<file path="config.mk">
export PLATFORM = sky130hd
export DESIGN_NAME = sib_supervisor_irq
export DESIGN_NICKNAME = d
export VERILOG_FILES = /design/src/sib_pkg.sv /design/src/sib_supervisor_irq.sv
export VERILOG_INCLUDE_DIRS = /design/src /design/src/src
export SDC_FILE = /design/constraint.sdc
export NUM_CORES = 1
export LEC_CHECK = 0
export BUFFER_PORTS_ARGS = -buffer_cell sky130_fd_sc_hd__buf_2
export CORE_ASPECT_RATIO = 1.5
export CORE_UTILIZATION = 45
export CTS_CLUSTER_SIZE = 14
export DETAILED_ROUTE_END_ITERATION = 12
export PLACE_DENSITY = 0.71
export SLEW_MARGIN = 40
export SYNTH_ARGS = -nofsm -noshare
export SYNTH_HDL_FRONTEND = slang
export SYNTH_SLANG_ARGS = --single-unit
</file>
<file path="constraint.sdc">
create_clock -name mclk -period 5.18 [get_ports mclk]
set_input_delay 1.036 -clock mclk [delete_from_list [all_inputs] [get_ports mclk]]
set_output_delay 1.036 -clock mclk [all_outputs]
set_load 0.1 [all_outputs]
</file>
<file path="src/sib_map.svh">
`ifndef SIB_MAP_SVH
`define SIB_MAP_SVH

// ***************************************************************
// register addresses
// ***************************************************************
`define SIB_ADDR_W        15
`define SIB_ADDR_FLAG     15'h7ff0
`define SIB_ADDR_CTRL     15'h7ff6

// ***************************************************************
// interrupt control field positions
// ***************************************************************
`define SIB_CTRL_WDOG_IRQ_EN     7
`define SIB_CTRL_ALARM_IRQ_EN    6
`define SIB_CTRL_PWRFAIL_IRQ_EN  5
`define SIB_CTRL_ALARM_BACKUP_EN 4
`define SIB_CTRL_HL              3
`define SIB_CTRL_PL              2
`define SIB_CTRL_VINT            1
`define SIB_CTRL_RST             8'h24
`define SIB_CTRL_WMASK           8'hfe

// ***************************************************************
// flag register field positions
// ***************************************************************
`define SIB_FLAG_WDOG_TIMEOUT    7
`define SIB_FLAG_ALARM_MATCH     6
`define SIB_FLAG_PWRFAIL         5

// ***************************************************************
// timing
// ***************************************************************
`define SIB_CLK_HZ        25000000
`define SIB_PULSE_MS      200
`define SIB_MS_CYCLES     (`SIB_CLK_HZ / 1000)

`endif

</file>
<file path="src/sib_pkg.sv">
`default_nettype none

package sib_pkg;

  // ***************************************************************
  // types
  // ***************************************************************
  typedef logic [7:0]  sib_byte_t;
  typedef logic [14:0] sib_addr_t;

  // sampled parallel bus pins
  typedef struct packed {
    logic      ceN;
    logic      weN;
    logic      oeN;
    sib_addr_t addr;
    sib_byte_t data;
  } sib_bus_s;

  // raw interrupt sources, one bit each
  typedef struct packed {
    logic wdog;
    logic alarm;
    logic pwrfail;
  } sib_src_s;

endpackage : sib_pkg

`default_nettype wire

</file>
<file path="src/sib_supervisor_irq.sv">
`include "sib_map.svh"
`default_nettype none

// How it works
// three sources: watchdog, power-fail, alarm; each has enable and flag, one pin
// pin asserts when any source is active with its enable set
// reading the flag register returns the flags then clears them all
// flags clear only on a full read; a write strobe in the access keeps them
// pin driver settings sit in control bits 3 and 2
// watchdog timeout sets its flag; drives pin only when its enable is 1
// alarm match sets its flag; drives pin only when its enable is 1
// power-fail event sets its flag; drives pin only when its enable is 1
// alarm drives pin in backup only with backup enable; else needs supply above lockout
// power-fail drives pin regardless of alarm backup enable
// polarity 1: active-high push-pull, drives only above lockout
// polarity 0: active-low open-drain, still pulls low in backup
// in backup the active state can only be low
// pulse mode: one-shot of about 200 ms
// level mode: pin holds active until the flag register is read
// level mode: flag read returns pin to inactive
// pulse mode: flag read ends the pulse early
// power-on reset loads control with 24h: power-fail, active low, pulse
// host enables alarm in backup only with active-low polarity
// host must expect a new source between pin assertion and flag read
// flag bits: watchdog 7, alarm 6, power-fail 5
// control bit 1 selects power-fail threshold, 1 is the higher one
// pulse width counted on the crystal-derived clock
module sib_supervisor_irq #(
  parameter int unsigned MS_CYCLES = `SIB_MS_CYCLES
) (
  // clock and reset
  input  wire logic           mclk,
  input  wire logic           rstn,
  // parallel memory pins
  input  wire logic           ceN,
  input  wire logic           weN,
  input  wire logic           oeN,
  input  wire sib_pkg::sib_addr_t addr,
  input  wire sib_pkg::sib_byte_t dataIn,
  output var  sib_pkg::sib_byte_t dataOut,
  output logic                dataOe,
  // internal sources, same clock
  input  wire sib_pkg::sib_src_s  srcEvent,
  // supply status from the analog monitor
  input  wire logic           vddAboveLockout,
  // interrupt pin
  output logic                intOut,
  output logic                intOe,
  // threshold select to the power monitor
  output logic                pwrfailThreshHi
);
  import sib_pkg::*;

  // ***************************************************************
  // pin synchronisers
  // ***************************************************************
  sib_bus_s busMeta_q;
  sib_bus_s busSync_q;
  logic     ceDly_q;
  logic     vddMeta_q;
  logic     vddOk_q;

  // two flops on every pin before use
  // address and strobes pass the same flops, so they stay aligned with the edge
  always_ff @(posedge mclk or negedge rstn) begin
    if (!rstn) begin
      busMeta_q <= '{ceN: 1'b1, weN: 1'b1, oeN: 1'b1, addr: '0, data: '0};
      busSync_q <= '{ceN: 1'b1, weN: 1'b1, oeN: 1'b1, addr: '0, data: '0};
      ceDly_q   <= 1'b1;
      vddMeta_q <= 1'b0;
      vddOk_q   <= 1'b0;
    end else begin
      busMeta_q <= '{ceN: ceN, weN: weN, oeN: oeN, addr: addr, data: dataIn};
      busSync_q <= busMeta_q;
      ceDly_q   <= busSync_q.ceN;
      vddMeta_q <= vddAboveLockout;
      vddOk_q   <= vddMeta_q;
    end
  end

  // ***************************************************************
  // access tracking
  // ***************************************************************
  logic      accActive_q;
  sib_addr_t accAddr_q;
  logic      weSeen_q;
  sib_byte_t wrData_q;

  wire ceFall   = ceDly_q & ~busSync_q.ceN;
  wire ceRise   = ~ceDly_q & busSync_q.ceN;
  wire accEnd   = ceRise & accActive_q;
  wire isFlag   = (accAddr_q == `SIB_ADDR_FLAG);
  wire isCtrl   = (accAddr_q == `SIB_ADDR_CTRL);
  wire readDone = accEnd & ~weSeen_q & isFlag;
  wire wrDone   = accEnd & weSeen_q & isCtrl;

  // address latched at chip enable fall, write strobe remembered
  always_ff @(posedge mclk or negedge rstn) begin
    if (!rstn) begin
      accActive_q <= 1'b0;
      accAddr_q   <= '0;
      weSeen_q    <= 1'b0;
      wrData_q    <= '0;
    end else begin
      if (ceFall) begin
        accActive_q <= 1'b1;
        accAddr_q   <= busSync_q.addr;
        weSeen_q    <= ~busSync_q.weN;
      end else if (ceRise) begin
        accActive_q <= 1'b0;
      end else if (accActive_q && !busSync_q.weN) begin
        weSeen_q    <= 1'b1;
      end
      if (!busSync_q.weN) begin
        wrData_q    <= busSync_q.data;
      end
    end
  end

  // ***************************************************************
  // interrupt control register
  // ***************************************************************
  sib_byte_t ctrl_q;

  wire wdogIrqEn     = ctrl_q[`SIB_CTRL_WDOG_IRQ_EN];
  wire alarmIrqEn    = ctrl_q[`SIB_CTRL_ALARM_IRQ_EN];
  wire pwrfailIrqEn  = ctrl_q[`SIB_CTRL_PWRFAIL_IRQ_EN];
  wire alarmBackupEn = ctrl_q[`SIB_CTRL_ALARM_BACKUP_EN];
  wire hl            = ctrl_q[`SIB_CTRL_HL];
  wire pl            = ctrl_q[`SIB_CTRL_PL];

  // power-on default, written at access end
  always_ff @(posedge mclk or negedge rstn) begin
    if (!rstn) begin
      ctrl_q <= `SIB_CTRL_RST;
    end else if (wrDone) begin
      ctrl_q <= wrData_q & `SIB_CTRL_WMASK;
    end
  end

  // ***************************************************************
  // flags
  // ***************************************************************
  logic [2:0] flags_q;

  wire [2:0] srcBits = {srcEvent.wdog, srcEvent.alarm, srcEvent.pwrfail};
  wire [2:0] flags_d = (flags_q & ~{3{readDone}}) | srcBits;

  // a set in the clearing cycle survives
  // losing an event costs more than reporting it twice
  always_ff @(posedge mclk or negedge rstn) begin
    if (!rstn) begin
      flags_q <= '0;
    end else begin
      flags_q <= flags_d;
    end
  end

  // ***************************************************************
  // qualification
  // ***************************************************************
  wire wdogQ    = srcEvent.wdog & wdogIrqEn;
  wire alarmQ   = srcEvent.alarm & alarmIrqEn & (alarmBackupEn | vddOk_q);
  wire pwrfailQ = srcEvent.pwrfail & pwrfailIrqEn;
  wire anyQ     = wdogQ | alarmQ | pwrfailQ;
  logic anyQDly_q;
  wire trig   = anyQ & ~anyQDly_q;

  // ***************************************************************
  // pulse timer on the crystal-derived clock
  // ***************************************************************
  localparam int unsigned MS_W = $clog2(MS_CYCLES + 1);
  logic [MS_W-1:0] divCnt_q;
  logic [7:0]      msCnt_q;
  logic            intActive_q;

  wire msTick    = (divCnt_q == MS_W'(MS_CYCLES - 1));
  wire pulseDone = pl & msTick & (msCnt_q == 8'(`SIB_PULSE_MS - 1));
  wire clearAct  = readDone | pulseDone;
  wire intAct_d  = trig | (intActive_q & ~clearAct);

  // ms divider and pulse length counter
  // held at zero in level mode, so a long level interrupt never runs it past the width
  always_ff @(posedge mclk or negedge rstn) begin
    if (!rstn) begin
      divCnt_q <= '0;
      msCnt_q  <= '0;
    end else if (trig || !intActive_q || !pl) begin
      divCnt_q <= '0;
      msCnt_q  <= '0;
    end else if (msTick) begin
      divCnt_q <= '0;
      msCnt_q  <= msCnt_q + 8'h01;
    end else begin
      divCnt_q <= divCnt_q + MS_W'(1);
    end
  end

  // active state of the pin
  always_ff @(posedge mclk or negedge rstn) begin
    if (!rstn) begin
      anyQDly_q   <= 1'b0;
      intActive_q <= 1'b0;
    end else begin
      anyQDly_q   <= anyQ;
      intActive_q <= intAct_d;
    end
  end

  // ***************************************************************
  // pin driver and read data
  // ***************************************************************
  // below lockout the push-pull stage lets go rather than drive high
  wire ppOut = intActive_q & vddOk_q;
  wire pinO  = hl ? ppOut : 1'b0;
  wire pinE  = hl ? vddOk_q : intActive_q;
  wire [7:0] flagByte = {flags_q, 5'h00};
  wire [7:0] rdMux = isFlag ? flagByte : (isCtrl ? ctrl_q : 8'h00);
  wire rdDrive = accActive_q & ~weSeen_q & ~busSync_q.oeN & busSync_q.weN;

  // every output from a flop
  always_ff @(posedge mclk or negedge rstn) begin
    if (!rstn) begin
      intOut          <= 1'b0;
      intOe           <= 1'b0;
      dataOut         <= '0;
      dataOe          <= 1'b0;
      pwrfailThreshHi <= 1'b0;
    end else begin
      intOut          <= pinO;
      intOe           <= pinE;
      dataOut         <= rdMux;
      dataOe          <= rdDrive;
      pwrfailThreshHi <= ctrl_q[`SIB_CTRL_VINT];
    end
  end
endmodule : sib_supervisor_irq

`default_nettype wire

</file>
# Yosys cells after proc, flatten, opt, wreduce, memory -nomap -nowiden
# Cells that the tools add are included.
# word_totals
out_inout_bits	12
regBits	127
in_bits	32
elab_cells	92
# classes
reduce_logical	10
bitwise_logic	34
eq_ne	5
addsub	2
muxes	13
# op_table
op	n
$eq 15x15->1 const B	3
$mux 8	4
$mux 15	2
$and 1x1->1	19
$add 15x1->15 const B	1
$add 8x1->8 const B	1
$eq 8x8->1 const B	1
$mux 1	7
$not 1->1	7
$reduce_bool 2->1	3
$or 1x1->1	5
$and 3x3->3	1
$logic_not 1->1	3
$not 3->3	1
$or 3x3->3	1
$logic_or 1x1->1	2
$ne 2x2->1 const B	1
$reduce_and 2->1	1
$logic_and 1x1->1	1

# Longest topological paths before layout
# depth
depth_word	9
mapped_depth	8
mapped_depth_nobuf	5

# Worst setup path before layout
# No wires, ideal clock.
# synth_path
path_type	input port to flip-flop
start	in srcEvent[0] (netlist name)
end	reg divCnt_q[12]
t_arrival_ns	2.088
t_required_ns	5.109
setup_time_ns	0.071
path_buffers	2
slack_ns	3.020
cell_stages	6
cell_sequence	a22oi_1 -> a21oi_1 -> or3b_1 -> buf_2 -> buf_6 -> nor2_1
# synth_between
elab_chain_cells	6
# synth_lines
item	line_no	text
start, declared	sib_supervisor_irq.sv:43	input wire sib_pkg::sib_src_s srcEvent,
$and 1x1->1	sib_supervisor_irq.sv:164	wire pwrfailQ = srcEvent.pwrfail & pwrfailIrqEn;
$or 1x1->1	sib_supervisor_irq.sv:165	wire anyQ = wdogQ | alarmQ | pwrfailQ;
$and 1x1->1	sib_supervisor_irq.sv:167	wire trig = anyQ & ~anyQDly_q;
$logic_or 1x1->1 (2 in a row)	sib_supervisor_irq.sv:188	end else if (trig || !intActive_q || !pl) begin
$mux 15	sib_supervisor_irq.sv:188	
end signal, assigned	sib_supervisor_irq.sv:195	divCnt_q <= divCnt_q + MS_W'(1);
end, declared	sib_supervisor_irq.sv:173	logic [MS_W-1:0] divCnt_q;
# Every way passes these cells.
# A chain may end at the register's enable or synchronous reset.

# Worst setup path in the final report
# layout_path
start	reg dataOe
end	out dataOe
# layout_lines
item	line_no	text
start, declared	sib_supervisor_irq.sv:41	output logic dataOe,
start signal, assigned	sib_supervisor_irq.sv:233	dataOe <= rdDrive;
# No word-level cell between the ends.

==> results.ini <==
[status]
status=completed

[global_routing]
gr-total-overflow=0
grt_max_degree=83
globalRouteTotalUtil_pct=16.3
grt_pass1_wl_um=11800
grt_pass1_vias=2526
antenna_found_initial=0

[synthesis]
syn_avg_cell_area_sq_um=14.6
syn_area_sq_um=4400
yosysWarnings=0
synth.ff_latch_count=123
async_flop_share_pct=100
synth_edf_count=0
synth_cell_type_count=44
yosysSeqAreaShare_pct=70.3
synth_fp_nets=338
synth_top_flop_cell=dfrtp_1
synth_cells=302

[worst_setup_path]
ff2ff_setup_slack_ns=3.08
arrival_ns=1.16
max_stage_delay_ns=0.42
crit_path_top_delay_cell=buf_2
cp_max_fo=1
crit_end=dataOe
r2r-end=divCnt_q[14]$_DFF_PN0_
critical-path-top-delay-family=buffers and inverters
worstSetupPathDepth=1
reg2regPathDepth=5
cp-start-kind=flop
required_ns=4.14
path_class=flop to output port
r2r_start=divCnt_q[0]$_DFF_PN0_
cp-startpoint=dataOe$_DFF_PN0_
path_cells=buf_2
critPathCaptureType=output port
cp.buffers_inverters=1

[routing]
drtIter0Drc=119
vias=2430
firstDrtPassIters=4
vias_per_cell=5.07
routed_wl_um=6750
wl_per_cell_um=14.1
drc_errors=0
postRouteAntennaNets=0

[clock_tree]
cts_hold_buf=0
numCtsBuffers=17
cts_tree=done
ctsResizeCount=0
clock_path_buffers=2
cts_setup_buffers=0
clock_sinks=123
insertion_delay_ns=0.41
cts_root_buffer=clkbuf_16
clk_pin_slew_ns=0.05
htreeDepth=4

[cells_and_area]
fill_cells=769
num_antenna_cells=0
final_common_cell=dfrtp_1
final_nets=390
drive_gt1_share_pct=31.1
area_growth_pct=19.6
mostFrequentLayoutCells=dfrtp_1, buf_2, mux2_2

[timing]
fmax_mhz=456
worst_clock_skew_ns=0.00606
rsz0062_at_grt=no
timing.hold.ws_ns=0.345
hold_viol=0
setup_viol=0
timing.final.crit_share_pct=42.4
timing.final.max_slew_violations=0
fin_crit_ns=2.19
tightest_slew_ns=0.757
slew_headroom_pct=49.5
tns_ns=0

[die]
io-pin-count=44
die_y_um=123
core-area_sq_um=9360
die_w_um=82.7
num_rows=43
die-area_sq_um=10200
initial_core_util_pct=47.0

[power_and_ir_drop]
power_mw=2.18
power_density_nw_per_um2=415
leakage_nw=2.39
ir_worst_vdd_mv=0.332

[place]
gp_congestion=0.811
port_buffers=41
hpwl_um=4380

[run]
cap_violations=0

[min_path]
min_path_type=flop to flop

==> cell families after synthesis <==
logic type                 share of synthesized area, %
adders and majority gates                          1.14
and+or+nand+nor                                    11.8
buffers and inverters                              1.68
xor gates and xnor gates                           2.39
AOI/OAI and AO/OA                                  3.47
DFF                                                70.3
muxes                                              9.19
other                                            0.0853
==> metal layers <==
metal	GRT usage, %	share of wire [%]	vias to the layer above
met4	8.08	1.8	0
met2	24.7	51	50
li1	-	-	1164
met5	0	0	-
met3	7.16	4.7	10
met1	19.7	42	1206
==> metrics by stage <==
stage / util [%] / worst slack [ns] / instance area [sq um] / instances
detailed placement: 50.2 / 2.63 / 4700 / 447
finish: 56.2 / 2.99 / 5260 / 479
global route: 56.2 / 2.93 / 5260 / 479
floorplan: - / 3.02 / 4400 / 302
global placement: 50.2 / 2.69 / 4700 / 447
CTS: 56.2 / 2.96 / 5260 / 479
==> sequential cells by signal (all words and copies together), names as in the netlist, 3 cells and up <==
signal / cells
dataOut: 7
ctrl_q: 7
accAddr_q: 15
busMeta_q: 25
msCnt_q: 8
flags_q: 3
wrData_q: 7
busSync_q: 25
divCnt_q: 15
==> power breakdown <==
part           internal, mW  switching, mW  leakage, nW
Sequential             1.01         0.0212         1.51
Combinational        0.0332         0.0383        0.617
Clock                 0.680          0.399        0.261
Total                  1.72          0.458         2.39
==> synthesized netlist by cell type, drive strengths merged, types with 5 or more instances <==
| library cell | count | area, sq um |
|---|---|---|
| xnor2 | 7 | 61.3 |
| nand3 | 11 | 55.1 |
| mux2 | 30 | 364 |
| nand2 | 10 | 37.5 |
| inv | 5 | 18.8 |
| nand4 | 9 | 56.3 |
| or3 | 7 | 43.8 |
| nor2 | 18 | 67.6 |
| o21ai | 7 | 35.0 |
| and3 | 5 | 31.3 |
| dfstp | 9 | 236 |
| dfrtp | 114 | 2850 |
| a21oi | 6 | 30.0 |
| and2 | 8 | 50.1 |
| buf | 7 | 47.6 |
| xor2 | 5 | 43.8 |
| and4 | 6 | 56.3 |
==> worst min-delay path by stage <==
| stage | start | to | slack [ns] | cells after the start |
|---|---|---|---|---|
| floorplan | busMeta_q[10]$_DFF_PN0_ | busSync_q[10]$_DFF_PN0_ | 0.33 | 0 |
| global route | busMeta_q[13]$_DFF_PN0_ | busSync_q[13]$_DFF_PN0_ | 0.35 | 0 |
| detailed placement | busMeta_q[11]$_DFF_PN0_ | busSync_q[11]$_DFF_PN0_ | 0.33 | 0 |
| global placement | busMeta_q[21]$_DFF_PN0_ | busSync_q[21]$_DFF_PN0_ | 0.33 | 0 |
| CTS | busMeta_q[11]$_DFF_PN0_ | busSync_q[11]$_DFF_PN0_ | 0.35 | 0 |
| finish | busMeta_q[11]$_DFF_PN0_ | busSync_q[11]$_DFF_PN0_ | 0.35 | 0 |
==> layout make-up <==
| type | count | area (sq um) | share of cell area [%] |
|---|---|---|---|
| Tap cell | 112 | 140 | 2.67 |
| Sequential cell | 123 | 3090 | 58.8 |
| Clock inverter | 11 | 96.3 | 1.83 |
| Clock buffer | 21 | 460 | 8.76 |
| Timing Repair Buffer | 42 | 219 | 4.16 |
| Multi-Input combinational cell | 165 | 1230 | 23.5 |
| Inverter | 5 | 18.8 | 0.357 |
(Power assumes the default switching activity.)
